`src/rtl/cae_err_defs.vh`:
```
// Constants for the core array error checking and reporting block.
`ifndef CAE_ERR_DEFS_VH
`define CAE_ERR_DEFS_VH

// ****************************************************************
// Data, check and index widths
// ****************************************************************
`define CAE_DW 32
`define CAE_CW 7
`define CAE_EW 39
`define CAE_IW 3
`define CAE_MW 5
`define CAE_CODE_W 4

// ****************************************************************
// Array selectors and access kinds
// ****************************************************************
`define CAE_ARR_SCRATCH 2'h0
`define CAE_ARR_TICK 2'h1
`define CAE_ARR_TSTACK 2'h2
`define CAE_ARR_MMU 2'h3
`define CAE_KIND_RD 3'h0
`define CAE_KIND_WR 3'h1
`define CAE_KIND_DIAG_RD 3'h2
`define CAE_KIND_DIAG_WR 3'h3
`define CAE_KIND_DONE_RETRY 3'h4
`define CAE_KIND_WALK_FETCH 3'h5
`define CAE_KIND_WALK_DATA 3'h6
`define CAE_TICK_ENTRIES 2'h3
`define CAE_TICK_LAST 2'h2

// ****************************************************************
// Register byte offsets
// ****************************************************************
`define CAE_OFF_REC_EN 8'h00
`define CAE_OFF_TRAP_EN 8'h04
`define CAE_OFF_DFSTAT 8'h08
`define CAE_OFF_DFADDR 8'h0C
`define CAE_OFF_DESTAT 8'h10

// ****************************************************************
// Recording enable fields
// ****************************************************************
`define CAE_REC_W 9
`define CAE_REC_SCAC 0
`define CAE_REC_SCAU 1
`define CAE_REC_TCCP 2
`define CAE_REC_TCUP 3
`define CAE_REC_TCCD 4
`define CAE_REC_TCUD 5
`define CAE_REC_TSAC 6
`define CAE_REC_TSAU 7
`define CAE_REC_MRAU 8
`define CAE_REC_RESET 9'h000

// ****************************************************************
// Trap enable fields
// ****************************************************************
`define CAE_TEN_W 2
`define CAE_TEN_PSCCE 0
`define CAE_TEN_DE 1
`define CAE_TEN_RESET 2'h0

// ****************************************************************
// Fault address and disrupting status layout
// ****************************************************************
`define CAE_DFA_SYN_LSB 8
`define CAE_DES_IDX_LSB 8
`define CAE_DES_ME 30
`define CAE_DES_F 31

// ****************************************************************
// Error codes
// ****************************************************************
`define CAE_CODE_NONE 4'h0
`define CAE_CODE_SCAC 4'h1
`define CAE_CODE_SCAU 4'h2
`define CAE_CODE_TCCP 4'h3
`define CAE_CODE_TCUP 4'h4
`define CAE_CODE_TSAC 4'h5
`define CAE_CODE_TSAU 4'h6
`define CAE_CODE_MRAU 4'h7
`define CAE_CODE_TCCD 4'h8
`define CAE_CODE_TCUD 4'h9

`endif

```
`src/rtl/cae_err_report.v`:
```
// Error checking and reporting for the scratchpad, tick compare, trap stack and MMU register arrays.
//
// Notes on behaviour
// (RL1) Each array class is checked only while its own recording enable bit is set.
// (RL2) Diagnostic reads and writes never check, record or trap.
// (RL3) Correctable scratchpad read returns uncorrected data and leaves the array unchanged.
// (RL4) Correctable scratchpad error with precise enable logs code, index, syndrome and traps.
// (RL5) Uncorrectable scratchpad error with precise enable logs code, index and traps.
// (RL6) With precise enable clear, precise errors are neither logged nor trapped.
// (RL7) Normal stores write fresh check bits computed from the written data.
// (RL8) Tick compare entries are swept in turn against the running tick counters.
// (RL9) Correctable tick read with precise enable logs code, index, syndrome and traps.
// (RL10) Uncorrectable tick read with precise enable logs code, index, syndrome and traps.
// (RL11) Compare sweep error suppresses that compare and logs disrupting status regardless.
// (RL12) Logged disrupting error traps when enabled and interrupts qualify.
// (RL13) A disrupting error logged while disabled traps once software enables it.
// (RL14) Trap stack is checked on reads, done or retry, and read-modify-write writes.
// (RL15) Unused trap stack bits count as zero for check bit generation and checking.
// (RL16) Trap stack correctable error corrects nothing and suppresses a pending write.
// (RL17) Trap stack correctable error with precise enable logs code, index, syndrome, traps.
// (RL18) Trap stack uncorrectable error with precise enable logs code, index and traps.
// (RL19) MMU array parity checked on normal reads, writes and walks when enabled.
// (RL20) MMU array parity error on a normal read or write flags the trap unit and suppresses a normal write.
// (RL21) MMU array error on a normal read or write with precise enable logs code, index and traps precisely.
// (RL22) MMU array parity error during a walk gives the matching translation fault.
// (RL23) No trap is ever raised for an error that was not recorded.
//
// The register offsets and the Avalon-MM interface to the registers were chosen for this implementation.
`timescale 1ns/1ps
`include "cae_err_defs.vh"

module cae_err_report #(
  parameter TSA_USED_MASK = 32'h0FFFFFFF
) (
  input wire core_clk_in,
  input wire rst_in,
  input wire [7:0] avs_address_in,
  input wire avs_read_in,
  input wire avs_write_in,
  input wire [31:0] avs_writedata_in,
  input wire [3:0] avs_byteenable_in,
  output reg [31:0] avs_readdata_out,
  output reg avs_waitrequest_out,
  input wire acc_valid_in,
  input wire [1:0] acc_array_in,
  input wire [2:0] acc_kind_in,
  input wire [`CAE_IW-1:0] acc_index_in,
  input wire [`CAE_DW-1:0] acc_wdata_in,
  input wire [`CAE_CW-1:0] acc_wcheck_in,
  output reg rsp_valid_out,
  output reg [`CAE_DW-1:0] rsp_rdata_out,
  output reg [`CAE_CW-1:0] rsp_check_out,
  output reg internal_fault_trap_out,
  output reg mmu_array_error_out,
  output reg fetch_translation_fault_trap_out,
  output reg load_store_translation_fault_trap_out,
  input wire interrupt_enable_flag_in,
  input wire hyperprivileged_flag_in,
  input wire [`CAE_DW-1:0] tick_count_in,
  input wire [`CAE_DW-1:0] stick_count_in,
  output reg [2:0] tick_match_out,
  output reg disrupting_recoverable_trap_out
);

  // ****************************************************************
  // Check bit and byte merge functions
  // ****************************************************************
  function [`CAE_CW-1:0] cae_ecc_gen;
    input [`CAE_DW-1:0] d;
    integer pos;
    integer i;
    integer k;
    reg [5:0] c;
    begin
      c = 6'h00;
      i = 0;
      for (pos = 3; pos < 39; pos = pos + 1) begin
        if ((pos & (pos - 1)) != 0) begin
          for (k = 0; k < 6; k = k + 1) begin
            if (((pos >> k) & 1) == 1) begin
              c[k] = c[k] ^ d[i];
            end
          end
          i = i + 1;
        end
      end
      cae_ecc_gen = {^{d, c}, c};
    end
  endfunction

  function [`CAE_DW-1:0] cae_byte_merge;
    input [`CAE_DW-1:0] old;
    input [`CAE_DW-1:0] wd;
    input [3:0] be;
    integer b;
    begin
      cae_byte_merge = old;
      for (b = 0; b < 4; b = b + 1) begin
        if (be[b]) begin
          cae_byte_merge[b*8 +: 8] = wd[b*8 +: 8];
        end
      end
    end
  endfunction

  // ****************************************************************
  // Storage and control registers
  // ****************************************************************
  reg [`CAE_EW-1:0] mem_reg [0:31];
  reg [`CAE_REC_W-1:0] rec_en_reg;
  reg [`CAE_TEN_W-1:0] trap_en_reg;
  reg [`CAE_CODE_W-1:0] dfstat_reg;
  reg [31:0] dfaddr_reg;
  reg des_f_reg;
  reg des_me_reg;
  reg [`CAE_CODE_W-1:0] des_code_reg;
  reg [`CAE_IW-1:0] des_idx_reg;
  reg [1:0] sweep_reg;
  reg [1:0] sweep_next;

  // ****************************************************************
  // Access checking
  // ****************************************************************
  wire [`CAE_MW-1:0] acc_addr = {acc_array_in, acc_index_in};
  wire [`CAE_EW-1:0] acc_ent = mem_reg[acc_addr];
  wire is_tsa = (acc_array_in == `CAE_ARR_TSTACK);
  wire is_mra = (acc_array_in == `CAE_ARR_MMU);
  wire [`CAE_DW-1:0] acc_data = acc_ent[`CAE_DW-1:0];
  wire [`CAE_DW-1:0] acc_chk_data = is_tsa ? (acc_data & TSA_USED_MASK) : acc_data; // RL15
  wire [`CAE_CW-1:0] acc_gen = cae_ecc_gen(acc_chk_data);
  wire acc_par = ^{acc_chk_data, acc_ent[`CAE_EW-1:`CAE_DW]};
  wire [`CAE_CW-1:0] acc_syn = {acc_par, acc_gen[`CAE_CW-2:0] ^ acc_ent[`CAE_EW-2:`CAE_DW]};
  wire acc_ce = acc_syn[`CAE_CW-1];
  wire acc_ue = ~acc_syn[`CAE_CW-1] & (acc_syn[`CAE_CW-2:0] != 6'h00);
  wire acc_pe = ^{acc_data, acc_ent[`CAE_DW]};
  wire kind_rd = (acc_kind_in == `CAE_KIND_RD);
  wire kind_wr = (acc_kind_in == `CAE_KIND_WR);
  wire kind_dr = (acc_kind_in == `CAE_KIND_DONE_RETRY);
  wire kind_walk = (acc_kind_in == `CAE_KIND_WALK_FETCH) | (acc_kind_in == `CAE_KIND_WALK_DATA);
  wire kind_diag = (acc_kind_in == `CAE_KIND_DIAG_RD) | (acc_kind_in == `CAE_KIND_DIAG_WR);
  wire pscce = trap_en_reg[`CAE_TEN_PSCCE];

  reg chk_ce;
  reg chk_ue;
  reg [`CAE_CODE_W-1:0] chk_code;
  reg chk_wsup;
  reg chk_mra;
  reg chk_walk;
  always @* begin
    chk_ce = 1'b0;
    chk_ue = 1'b0;
    chk_code = `CAE_CODE_NONE;
    chk_wsup = 1'b0;
    chk_mra = 1'b0;
    chk_walk = 1'b0;
    if (acc_valid_in && !kind_diag) begin // RL2
      case (acc_array_in)
        `CAE_ARR_SCRATCH: begin
          if (kind_rd) begin
            chk_ce = acc_ce & rec_en_reg[`CAE_REC_SCAC]; // RL1
            chk_ue = acc_ue & rec_en_reg[`CAE_REC_SCAU]; // RL1
            chk_code = chk_ue ? `CAE_CODE_SCAU : `CAE_CODE_SCAC;
          end
        end
        `CAE_ARR_TICK: begin
          if (kind_rd) begin
            chk_ce = acc_ce & rec_en_reg[`CAE_REC_TCCP]; // RL1
            chk_ue = acc_ue & rec_en_reg[`CAE_REC_TCUP]; // RL1
            chk_code = chk_ue ? `CAE_CODE_TCUP : `CAE_CODE_TCCP;
          end
        end
        `CAE_ARR_TSTACK: begin
          if (kind_rd || kind_wr || kind_dr) begin // RL14
            chk_ce = acc_ce & rec_en_reg[`CAE_REC_TSAC]; // RL1
            chk_ue = acc_ue & rec_en_reg[`CAE_REC_TSAU]; // RL1
            chk_code = chk_ue ? `CAE_CODE_TSAU : `CAE_CODE_TSAC;
            chk_wsup = kind_wr & (chk_ce | chk_ue); // RL16
          end
        end
        default: begin
          if (kind_rd || kind_wr) begin
            chk_mra = acc_pe & rec_en_reg[`CAE_REC_MRAU]; // RL19
            chk_code = `CAE_CODE_MRAU;
            chk_wsup = kind_wr & chk_mra; // RL20
          end else if (kind_walk) begin
            chk_walk = acc_pe & rec_en_reg[`CAE_REC_MRAU]; // RL19
          end
        end
      endcase
    end
  end

  wire chk_err = chk_ce | chk_ue | chk_mra;
  wire take_precise = chk_err & pscce; // RL6 RL23

  // ****************************************************************
  // Tick compare sweep
  // ****************************************************************
  wire [`CAE_MW-1:0] swp_addr = {`CAE_ARR_TICK, 1'b0, sweep_reg};
  wire [`CAE_EW-1:0] swp_ent = mem_reg[swp_addr];
  wire [`CAE_DW-1:0] swp_data = swp_ent[`CAE_DW-1:0];
  wire [`CAE_CW-1:0] swp_gen = cae_ecc_gen(swp_data);
  wire swp_par = ^{swp_data, swp_ent[`CAE_EW-1:`CAE_DW]};
  wire [`CAE_CW-1:0] swp_syn = {swp_par, swp_gen[`CAE_CW-2:0] ^ swp_ent[`CAE_EW-2:`CAE_DW]};
  wire swp_ce = swp_syn[`CAE_CW-1] & rec_en_reg[`CAE_REC_TCCD]; // RL1
  wire swp_ue = ~swp_syn[`CAE_CW-1] & (swp_syn[`CAE_CW-2:0] != 6'h00) & rec_en_reg[`CAE_REC_TCUD]; // RL1
  wire swp_err = swp_ce | swp_ue;
  wire [`CAE_DW-1:0] swp_count = (sweep_reg == 2'h0) ? tick_count_in : stick_count_in;
  wire swp_hit = (swp_data == swp_count) & ~swp_err; // RL11

  always @* begin
    if (sweep_reg == `CAE_TICK_LAST) begin // RL8
      sweep_next = 2'h0;
    end else begin
      sweep_next = sweep_reg + 2'h1;
    end
  end

  // ****************************************************************
  // Per-entry match pulses
  // ****************************************************************
  wire [`CAE_TICK_ENTRIES-1:0] swp_hit_vec;
  genvar ent_g;
  generate
    for (ent_g = 0; ent_g < `CAE_TICK_ENTRIES; ent_g = ent_g + 1) begin : g_tick_hit
      localparam [1:0] ENT_SEL = ent_g;
      assign swp_hit_vec[ent_g] = swp_hit & (sweep_reg == ENT_SEL); // RL8 RL11
    end
  endgenerate

  // ****************************************************************
  // Array update, access answer and sweep step
  // ****************************************************************
  wire [`CAE_DW-1:0] wr_data = is_tsa ? (acc_wdata_in & TSA_USED_MASK) : acc_wdata_in; // RL15
  wire [`CAE_CW-1:0] wr_check = is_mra ? {6'h00, ^acc_wdata_in} : cae_ecc_gen(wr_data);

  always @(posedge core_clk_in) begin
    if (acc_valid_in) begin
      if (kind_wr && !chk_wsup) begin
        mem_reg[acc_addr] <= {wr_check, wr_data}; // RL7 RL16 RL20
      end else if (acc_kind_in == `CAE_KIND_DIAG_WR) begin
        mem_reg[acc_addr] <= {acc_wcheck_in, acc_wdata_in}; // RL2
      end
    end
  end

  always @(posedge core_clk_in) begin
    if (rst_in) begin
      rsp_valid_out <= 1'b0;
      rsp_rdata_out <= 32'h00000000;
      rsp_check_out <= 7'h00;
      tick_match_out <= 3'h0;
      sweep_reg <= 2'h0;
    end else begin
      rsp_valid_out <= acc_valid_in & ~kind_wr & (acc_kind_in != `CAE_KIND_DIAG_WR);
      rsp_rdata_out <= acc_data; // RL3 RL6
      rsp_check_out <= acc_ent[`CAE_EW-1:`CAE_DW];
      tick_match_out <= swp_hit_vec; // RL8 RL11
      sweep_reg <= sweep_next;
    end
  end

  // ****************************************************************
  // Precise and translation trap outputs
  // ****************************************************************
  always @(posedge core_clk_in) begin
    if (rst_in) begin
      internal_fault_trap_out <= 1'b0;
      mmu_array_error_out <= 1'b0;
      fetch_translation_fault_trap_out <= 1'b0;
      load_store_translation_fault_trap_out <= 1'b0;
    end else begin
      internal_fault_trap_out <= take_precise; // RL4 RL5 RL9 RL10 RL17 RL18 RL21
      mmu_array_error_out <= chk_mra; // RL20
      fetch_translation_fault_trap_out <= chk_walk & (acc_kind_in == `CAE_KIND_WALK_FETCH); // RL22
      load_store_translation_fault_trap_out <= chk_walk & (acc_kind_in == `CAE_KIND_WALK_DATA); // RL22
    end
  end

  // ****************************************************************
  // Register bus slave
  // ****************************************************************
  wire bus_req = avs_read_in | avs_write_in;
  wire bus_wr = avs_write_in & ~avs_waitrequest_out;
  wire [31:0] des_word = {des_f_reg, des_me_reg, 19'h00000, des_idx_reg, 4'h0, des_code_reg};
  reg [31:0] rd_mux;
  always @* begin
    case (avs_address_in)
      `CAE_OFF_REC_EN: rd_mux = {23'h000000, rec_en_reg};
      `CAE_OFF_TRAP_EN: rd_mux = {30'h00000000, trap_en_reg};
      `CAE_OFF_DFSTAT: rd_mux = {28'h0000000, dfstat_reg};
      `CAE_OFF_DFADDR: rd_mux = dfaddr_reg;
      `CAE_OFF_DESTAT: rd_mux = des_word;
      default: rd_mux = 32'h00000000;
    endcase
  end

  wire [31:0] rec_merged = cae_byte_merge({23'h000000, rec_en_reg}, avs_writedata_in, avs_byteenable_in);
  wire [31:0] ten_merged = cae_byte_merge({30'h00000000, trap_en_reg}, avs_writedata_in, avs_byteenable_in);

  always @(posedge core_clk_in) begin
    if (rst_in) begin
      avs_waitrequest_out <= 1'b1;
      avs_readdata_out <= 32'h00000000;
      rec_en_reg <= `CAE_REC_RESET;
      trap_en_reg <= `CAE_TEN_RESET;
    end else begin
      avs_waitrequest_out <= ~(bus_req & avs_waitrequest_out);
      if (avs_read_in && avs_waitrequest_out) begin
        avs_readdata_out <= rd_mux;
      end
      if (bus_wr && avs_address_in == `CAE_OFF_REC_EN) begin
        rec_en_reg <= rec_merged[`CAE_REC_W-1:0]; // RL1
      end
      if (bus_wr && avs_address_in == `CAE_OFF_TRAP_EN) begin
        trap_en_reg <= ten_merged[`CAE_TEN_W-1:0];
      end
    end
  end

  // ****************************************************************
  // Fault logging; hardware setting wins over a software clear
  // ****************************************************************
  always @(posedge core_clk_in) begin
    if (rst_in) begin
      dfstat_reg <= `CAE_CODE_NONE;
      dfaddr_reg <= 32'h00000000;
    end else if (take_precise) begin
      dfstat_reg <= chk_code; // RL4 RL5 RL9 RL10 RL17 RL18 RL21
      dfaddr_reg <= 32'h00000000;
      dfaddr_reg[`CAE_IW-1:0] <= acc_index_in;
      dfaddr_reg[`CAE_DFA_SYN_LSB +: `CAE_CW] <= chk_mra ? 7'h00 : acc_syn; // RL4 RL9 RL10 RL17
    end else if (bus_wr && avs_address_in == `CAE_OFF_DFSTAT) begin
      dfstat_reg <= `CAE_CODE_NONE;
    end else if (bus_wr && avs_address_in == `CAE_OFF_DFADDR) begin
      dfaddr_reg <= 32'h00000000;
    end
  end

  always @(posedge core_clk_in) begin
    if (rst_in) begin
      des_f_reg <= 1'b0;
      des_me_reg <= 1'b0;
      des_code_reg <= `CAE_CODE_NONE;
      des_idx_reg <= 3'h0;
    end else if (swp_err) begin
      if (!des_f_reg) begin
        des_f_reg <= 1'b1; // RL11
        des_code_reg <= swp_ue ? `CAE_CODE_TCUD : `CAE_CODE_TCCD; // RL11
        des_idx_reg <= {1'b0, sweep_reg}; // RL11
      end else begin
        des_me_reg <= 1'b1;
      end
    end else if (bus_wr && avs_address_in == `CAE_OFF_DESTAT) begin
      des_f_reg <= 1'b0;
      des_me_reg <= 1'b0;
    end
  end

  // ****************************************************************
  // Disrupting trap presentation
  // ****************************************************************
  always @(posedge core_clk_in) begin
    if (rst_in) begin
      disrupting_recoverable_trap_out <= 1'b0;
    end else begin
      disrupting_recoverable_trap_out <= des_f_reg & trap_en_reg[`CAE_TEN_DE] &
        (interrupt_enable_flag_in | ~hyperprivileged_flag_in); // RL12 RL13 RL23
    end
  end

endmodule

```
`config.mk`:
```
export PLATFORM = sky130hd
export DESIGN_NAME = cae_err_report
export DESIGN_NICKNAME = d
export VERILOG_FILES = /design/src/rtl/cae_err_report.v
export VERILOG_INCLUDE_DIRS = /design/src /design/src/rtl
export SDC_FILE = /design/constraint.sdc
export NUM_CORES = 1
export LEC_CHECK = 0
export BUFFER_PORTS_ARGS = -buffer_cell sky130_fd_sc_hd__buf_2
export CAP_MARGIN = 20
export CELL_PAD_IN_SITES_DETAIL_PLACEMENT = 1
export CELL_PAD_IN_SITES_GLOBAL_PLACEMENT = 1
export CORE_MARGIN = 8
export CORE_UTILIZATION = 40
export CTS_CLUSTER_DIAMETER = 30
export DETAILED_ROUTE_END_ITERATION = 16
export PLACE_DENSITY_LB_ADDON = 0.3
export SLEW_MARGIN = 20
export SYNTH_ARGS = -nofsm -noshare
export SYNTH_HDL_FRONTEND = slang
export SYNTH_SLANG_ARGS = --single-unit
```
`constraint.sdc`:
```
create_clock -name core_clk_in -period 8.6 [get_ports core_clk_in]
set_clock_uncertainty 0.05 [all_clocks]
set_input_delay 0.43 -clock core_clk_in [delete_from_list [all_inputs] [get_ports core_clk_in]]
set_output_delay 0.43 -clock core_clk_in [all_outputs]
set_load 0.01 [all_outputs]
```
==> key figures, run 1 <==
Min path
  – Hold Path End: mem_reg[10][1]$_DFFE_PP_
  – Hold Crit Class: input pin to register
  – Worst hold stages: 2
  – Critical hold path startpoint: acc_wdata_in[1]

Placed design
  – GPL Wtd Cong: roughly 0.81
  – DPL Wire Length: roughly 110 mm
  – Port buffer count: about 200

Critical path
  – Crit path kind: input pin to register
  – CP most frequent cell: buf_4
  – Worst Path Arrival: slightly below 7000 ps
  – Slowest-stage cell, CP: a221oi_1
  – Minimum setup slack among reg-to-reg paths: about 2300 ps
  – Cells along the critical path: buf_8 -> buf_4 -> mux4_2 -> mux2i_1 -> xnor2_1 -> a221oi_1 -> xnor3_1 -> xor2_1 -> xnor3_2 -> xor2_2 -> a41oi_2 -> a22o_1 -> a211oi_4 -> buf_4
  – R2R depth: 12
  – Worst path top cell family by delay: compound AO/OA/AOI/OAI gates
  – CP Launch Type: input pin
  – Largest fanout on the critical path: between 70 and 80
  – Worst R2R Start: mem_reg[10][1]$_DFFE_PP_
  – Slowest Stage Delay on Critical Path: ~940 ps
  – CP Capture Type: register
  – Crit path buffers/inverters: 3
  – CP required: ~9000 ps
  – FF-to-FF End: mem_reg[21][1]$_DFFE_PP_

Yosys
  – Post-Synth Simple-Gate Area: 0.0285
  – Mux cell area share after synthesis: 0.182
  – FFs w/ async S/R, synth: 0
  – Largest family of logic cells by synthesized area: multiplexers
  – Yosys reg bits: 1346
  – Compound-cell area share of the yosys netlist: 0.0249
  – Xor and xnor area share after synthesis: 0.0503
  – Syn Std Cell Area: 0.0567 mm2
  – Synth Instances: around 3000
  – Sequential area share after synthesis: 0.696
  – Number of synthesized flops with an enable pin: ~1200
  – Adder-Cell Fraction of Synth Area: 0.000662
  – Distinct cells, synth: 67
  – Avg Inst Size Synth: 18.9 um2
  – Ys Warns: 0
  – Main flop type after synthesis: edfxtp_1

Timing
  – # setup viols final: 0
  – Fmax: 155 MHz
  – Clock period minus worst slack: 6450 ps
  – Sum of negative setup slack: 0 ps
  – Slew HR: 0.211
  – Count of pins over their slew limit: 0
  – Tcrit/Tclk final: 0.751
  – Worst-margin pin slew: around 1200 ps
  – Final Hold Vio Count: 0
  – RSZ-0062 raised after global routing: false

Clock network
  – Root Driver: clkbuf_16
  – Setup bufs post-CTS: 0
  – CTS Hold Bufs: 35
  – Clock Latency Late Sink: 900 ps
  – CTS HTree Levels: 5
  – Worst-path clk slew: approximately 50 ps
  – TritonCTS clock tree: done
  – Cts bufs inserted: 296
  – Clock tree buffer depth: 4
  – CTS resizes: 0
  – Clk sinks: 1346

Global routing
  – Number of global-route vias before repair: 34400
  – GRT Overall Usage: 0.235
  – First-pass GRT wire length: between 200 and 300 mm
  – Pin count of the biggest net entering global routing: 73
  – Initial antenna violation count: 11
  – Total grt overflow: 0

Routing
  – DR vias/cell: 5.80
  – Vias: roughly 32000
  – Initial drt markers: 3282
  – DRC violations left: 0
  – Post-route ant nets: 0
  – Drt first pass iters: 5
  – Routed WL: 184 mm
  – Wire length per cell: 32.8 um

Run status
  – Status: complete, no violations

Layout
  – Utilization after layout: 0.500
  – Largest register FFs: 1248
  – Nets: 3658
  – Layout cell share with drive strength beyond 1: 0.317
  – Area grow syn2layout: 24.5%

Power and ir drop
  – Lkg Pwr: roughly 24 nW
  – Switching share of power: 0.253
  – P_int: 16.1 mW
  – Total power draw: around 22 mW
  – Reg power frac: 0.352
  – IR drop worst, VDD: 405 uV
  – Net Switching: about 5.5 mW
  – Clock power frac: 0.513
  – Gate power share: 0.134
  – Pwr per Cell Area: 305 mW/mm2

Floorplan
  – Die Area: 0.154 mm2
  – Die H: approximately 390 um
  – Core area: roughly 0.14 mm2
  – Starting Density: 0.402
  – Cell row count: 138
  – Die width: 392 um
  – # IOs: between 200 and 250

Job
  – Max Cap Viol: 0
[synth_stat cells (all sizes together), types with 2 or more instances]
cell / n / area (um2)
xnor2: 207 / 1820
a221oi: 9 / 91.3
nor3: 9 / 45.0
a31oi: 6 / 37.5
o21ai: 13 / 65.1
nor2b: 13 / 81.3
edfxtp: 1248 / 37500
a211oi: 22 / 165
and3: 6 / 37.5
or2: 3 / 18.8
nor4: 10 / 62.6
nand2b: 4 / 25.0
mux2i: 251 / 2520
nand3: 38 / 190
o211ai: 4 / 30.0
and2: 22 / 138
nand4: 13 / 81.3
a21o: 2 / 22.5
o2111ai: 2 / 17.5
dfxtp: 98 / 1960
a311oi: 2 / 17.5
o2bb2ai: 2 / 17.5
inv: 13 / 48.8
mux4: 334 / 7520
nor2: 133 / 499
or3: 3 / 18.8
nand4b: 2 / 17.5
ha: 3 / 37.5
xnor3: 10 / 226
nand2: 102 / 383
mux2: 23 / 259
a21oi: 33 / 165
a22o: 2 / 17.5
clkbuf: 56 / 210
a32oi: 2 / 17.5
o32ai: 3 / 26.3
o22ai: 21 / 131
xor2: 88 / 778
a2111oi: 3 / 26.3
nor3b: 2 / 15.0
a22oi: 59 / 443
a32o: 3 / 30.0
buf: 116 / 766
[layout by cell type (no fill, tap or decap), types with 37 or more instances in the layout]
| cell type | Yosys | routed |
|---|---|---|
| a22oi_1 | 59 | 59 |
| buf_2 | 36 | 196 |
| buf_4 | 37 | 96 |
| bufinv_16 | 0 | 37 |
| clkbuf_16 | 0 | 302 |
| clkinv_2 | 0 | 45 |
| dfxtp_1 | 98 | 96 |
| edfxtp_1 | 1248 | 1248 |
| mux2i_1 | 250 | 248 |
| mux4_2 | 334 | 334 |
| nand2_1 | 102 | 102 |
| nand3_1 | 38 | 38 |
| nor2_1 | 133 | 109 |
| xnor2_1 | 206 | 205 |
| xor2_1 | 87 | 87 |
[per-stage QoR]
step / instance area (um2) / instances / worst slack [ps] / hold WS, ps
finish: 70600 / 5595 / 2150 / 55.4
global route: 70600 / 5593 / 1920 / 35.0
CTS: 70500 / 5592 / 2230 / 1.98
detailed placement: 60500 / 5050 / 1410 / 395
global placement: 60500 / 5049 / 1470 / 391
floorplan: 56700 / 3020 / 1010 / 374
[logic make-up (layout without fill, tap and decap cells)]
| family | after synthesis | after routing |
|---|---|---|
| muxes | 608 | 608 |
| DFF | 1346 | 1346 |
| buffers and inverters | 185 | 867 |
| other | 1 | 18 |
| and+or+nand+nor | 360 | 360 |
| xor gates and xnor gates | 306 | 306 |
| adders and majority gates | 3 | 3 |
| AOI/OAI and AO/OA | 197 | 197 |
[final cells by class]
cell class              count  area (um2)
diodes                      3        7.51
well taps                1890        2360
multi-input cells        1489       16600
fillers                 12900       70500
inverters                  13        48.8
clock inverters           169        1980
flip-flops and latches   1346       39400
clock buffers             338        7700
repair buffers            347        2440
[how the worst max path moves through the flow]
stage / startpoint / to / slack, ps / cells after the start
CTS: acc_index_in[0] / mem_reg[21][1]$_DFFE_PP_ / 2230 / 15
detailed placement: acc_index_in[0] / mem_reg[21][7]$_DFFE_PP_ / 1410 / 15
global placement: acc_index_in[0] / mem_reg[21][21]$_DFFE_PP_ / 1470 / 14
global route: acc_index_in[0] / mem_reg[21][1]$_DFFE_PP_ / 1920 / 14
floorplan: acc_index_in[0] / mem_reg[16][0]$_DFFE_PP_ / 1010 / 16
finish: acc_index_in[0] / mem_reg[21][1]$_DFFE_PP_ / 2150 / 14
[layer usage]
layer / wire length (um) / up-vias / track usage
met4: 5230 / 4 / 0.0713
met3: 18300 / 330 / 0.0629
met5: 271 / - / 0
met2: 84600 / 1707 / 0.369
li1: - / 13100 / -
met1: 75400 / 17300 / 0.323
[power by group through the flow]
| stage | logic, mW | clock network (mW) | registers, mW |
|---|---|---|---|
| 2_1_floorplan | 1.80 | 0 | 7.69 |
| 3_3_place_gp | 2.72 | 0 | 7.70 |
| 3_5_place_dp | 2.77 | 0 | 7.71 |
| 4_1_cts | 2.80 | 11.2 | 7.59 |
| 5_1_grt | 3.05 | 11.5 | 7.59 |
| 6_report | 2.90 | 11.1 | 7.59 |
No activity file was read; power rests on OpenSTA's default activity.
==> inputs of run 2 (changes only) <==
Clock period 8.6 ns to 5.3 ns, I/O delays scaled along.
==> key figures, run 2 (synthesis gave the netlist of run 1 again) <==
Run status
  – Status: complete, no violations

Routing
  – Metal1 wirelength: 74.6 mm (-1.1%)
  – Post-route ant nets: 0 (unchanged)
  – Drt first pass iters: 5 (unchanged)
  – Vias: 33200 (+2.4%)
  – DR vias/cell: 5.69 (-2.0%)
  – Wire length per cell: 32.6 um (-0.75%)
  – Routed WL: 191 mm (+3.7%)
  – Top Layer Used: met4
  – Met3 WL: 21.0 mm (+15%)
  – DRC violations left: 0 (unchanged)
  – Initial drt markers: 3280 (-0.061%)
  – WL met2: 87.2 mm (+3.1%)

Layout
  – Most frequent cells in the layout: edfxtp_1 (1248), mux4_2 (334), clkbuf_16 (307)
  – Cell area after layout: 0.0735 mm2 (+4.2%)
  – Largest register FFs: 1248 (unchanged)
  – Fillers: 12800 (-0.70%)
  – Most common cell after layout, fill and taps aside: edfxtp_1
  – Multi-input logic area: 0.0166 mm2 (+0.29%)
  – FF+latch area: 0.0394 mm2 (unchanged)
  – Nets: 3901 (+6.6%)
  – Layout cell share with drive strength beyond 1: 0.348 (+0.0306)
  – Utilization after layout: 0.521 (+0.0210)
  – Area grow syn2layout: 29.8%
  – Layout Cells excl Fill: 5845 (+4.5%)

Timing
  – Fmax: 201 MHz
  – Count of pins over their slew limit: 0 (unchanged)
  – RSZ-0062 raised after global routing: false
  – Worst Setup Slack, final: 315 ps (-1830 ps)
  – # setup viols final: 0 (unchanged)
  – Final Hold Slack: 55.8 ps (+0.349 ps)
  – Tcrit/Tclk final: 0.941
  – Slew HR: 0.190 (-0.0210)
  – Clock period minus worst slack: 4990 ps
  – Worst-margin pin slew: 1210 ps (+23.4 ps)
  – Final Hold Vio Count: 0 (unchanged)
  – Sum of negative setup slack: 0 ps (unchanged)

Critical path
  – Slowest Stage Delay on Critical Path: 480 ps (-460 ps)
  – Worst path top cell family by delay: XOR/XNOR gates
  – CP Launch Type: register
  – CP required: 5780 ps (-3240 ps)
  – Worst Path Arrival: 5460 ps (-1420 ps)
  – Crit path buffers/inverters: 4 (+1)
  – Largest fanout on the critical path: 13 (-82%)
  – Cells along the critical path: xor2_1 -> mux4_2 -> a2111oi_0 -> a211o_1 -> xnor3_1 -> xor2_1 -> xnor3_2 -> buf_4 -> xor2_1 -> nand4_1 -> buf_4 -> o211ai_1 -> buf_4 -> nor2_4 -> buf_12
  – Slowest-stage cell, CP: mux4_2
  – Crit path kind: register to register
  – CP Capture Type: register

Power and ir drop
  – IR drop worst, VDD: 420 uV (+3.9%)
  – P_int: 26.9 mW (+67%)
  – Net Switching: 8.95 mW (+64%)
  – Clock power frac: 0.511 (-0.002)
  – Total power draw: 35.9 mW (+66%)
  – Gate power share: 0.146 (+0.012)
  – Pwr per Cell Area: 488 mW/mm2 (+60%)
  – Switching share of power: 0.250 (-0.00333)
  – Reg power frac: 0.343 (-0.009)
  – Lkg Pwr: 25.3 nW (+6.2%)

Floorplan
  – Starting Density: 0.402 (unchanged)
  – Die Area: 0.154 mm2 (unchanged)
  – Die width: 392 um (unchanged)
  – Cell row count: 138 (unchanged)
  – # IOs: 243 (unchanged)
  – Die H: 392 um (unchanged)
  – Core area: 0.141 mm2 (unchanged)

Min path
  – Hold Crit Class: input pin to register

Clock network
  – Root Driver: clkbuf_16
  – Clock Latency Late Sink: 900 ps (about the same)
  – Clk sinks: 1346 (unchanged)
  – TritonCTS clock tree: done
  – Worst-path clk slew: 50 ps (about the same)
  – Cts bufs inserted: 299 (+1.0%)
  – CTS HTree Levels: 5 (unchanged)
  – Clock tree buffer depth: 4 (unchanged)

Placed design
  – Placed inst area: 0.0629 mm2 (+3.9%)
  – GPL Wtd Cong: 0.880 (+8.0%)
  – DPL Wire Length: 121 mm (+9.5%)
  – DP Cell Count: 5248 (+3.9%)
  – Place WS: -218 ps (-1630 ps)
  – Port buffer count: 202 (unchanged)

Global routing
  – Pin count of the biggest net entering global routing: 67 (-8.2%)
  – Initial antenna violation count: 5 (-6)
  – GRT Overall Usage: 0.244 (+0.00836)
  – First-pass GRT wire length: 265 mm (+2.9%)
  – Number of global-route vias before repair: 35900 (+4.4%)
  – Total grt overflow: 0 (unchanged)

Job
  – Max Cap Viol: 0 (unchanged)
==> run 2: cell count changes in the layout (fill, tap and decap cells not counted), moves of 5 or more <==
cell / previous run / this run
clkbuf_16: 302 / 307
clkinv_2: 45 / 37
dlygate4sd3_1: 35 / 76
clkinv_1: 23 / 33
clkbuf_1: 35 / 43
buf_12: 17 / 82
buf_4: 96 / 230
clkinv_4: 19 / 11
==> run 2: per-layer routing <==
layer,vias to the layer above,GRT usage
met5,-,0
met4,0,0.0991
met2,1770,0.378
met3,388,0.0906
met1,17500,0.310
li1,13600,-
==> run 2: tightest hold or removal path: cells and delay by family <==
| family | cells | cell delay [ps] |
|---|---|---|
| AND/OR/NAND/NOR | 2 | 350 |
| buffers and inverters | 1 | 140 |
==> run 2: timing repair <==
action,CTS,global route
hold buffers,76,0
gates resized for setup,0,1
hold endpoints to repair,904,0
setup buffers,0,1
setup endpoints to repair,0,1
==> run 2: layout make-up <==
| type | count | area share |
|---|---|---|
| timing repair buffer | 587 | 0.0701 |
| multi-input combinational | 1489 | 0.226 |
| clock inverter | 165 | 0.0271 |
| antenna | 1 | 0.0000340 |
| tap | 1890 | 0.0322 |
| clock buffer | 354 | 0.107 |
| sequential | 1346 | 0.536 |
| inverter | 13 | 0.000663 |
==> run 2: path summary, 6_finish.rpt <==
| path | start | to | slack [ps] | depth (start not counted) |
|---|---|---|---|---|
| worst max-delay path | mem_reg[13][7]$_DFFE_PP_ | mem_reg[29][5]$_DFFE_PP_ | 310 | 15 |
| worst min-delay path | acc_wcheck_in[1] | mem_reg[4][33]$_DFFE_PP_ | 60 | 3 |
| worst max register to register | mem_reg[13][7]$_DFFE_PP_ | mem_reg[29][5]$_DFFE_PP_ | 310 | 15 |
| worst min register to register | avs_readdata_out[6]$_SDFFE_PP0P_ | avs_readdata_out[6]$_SDFFE_PP0P_ | 400 | 2 |
==> run 2: power groups by stage <==
stage	clock, mW	sequential (mW)	combinational [mW]
after floorplan	0	12.5	3.00
after global placement	0	12.5	4.96
after detailed placement	0	12.5	5.04
after CTS	18.5	12.3	5.13
after global routing	18.9	12.3	5.51
final	18.3	12.3	5.24
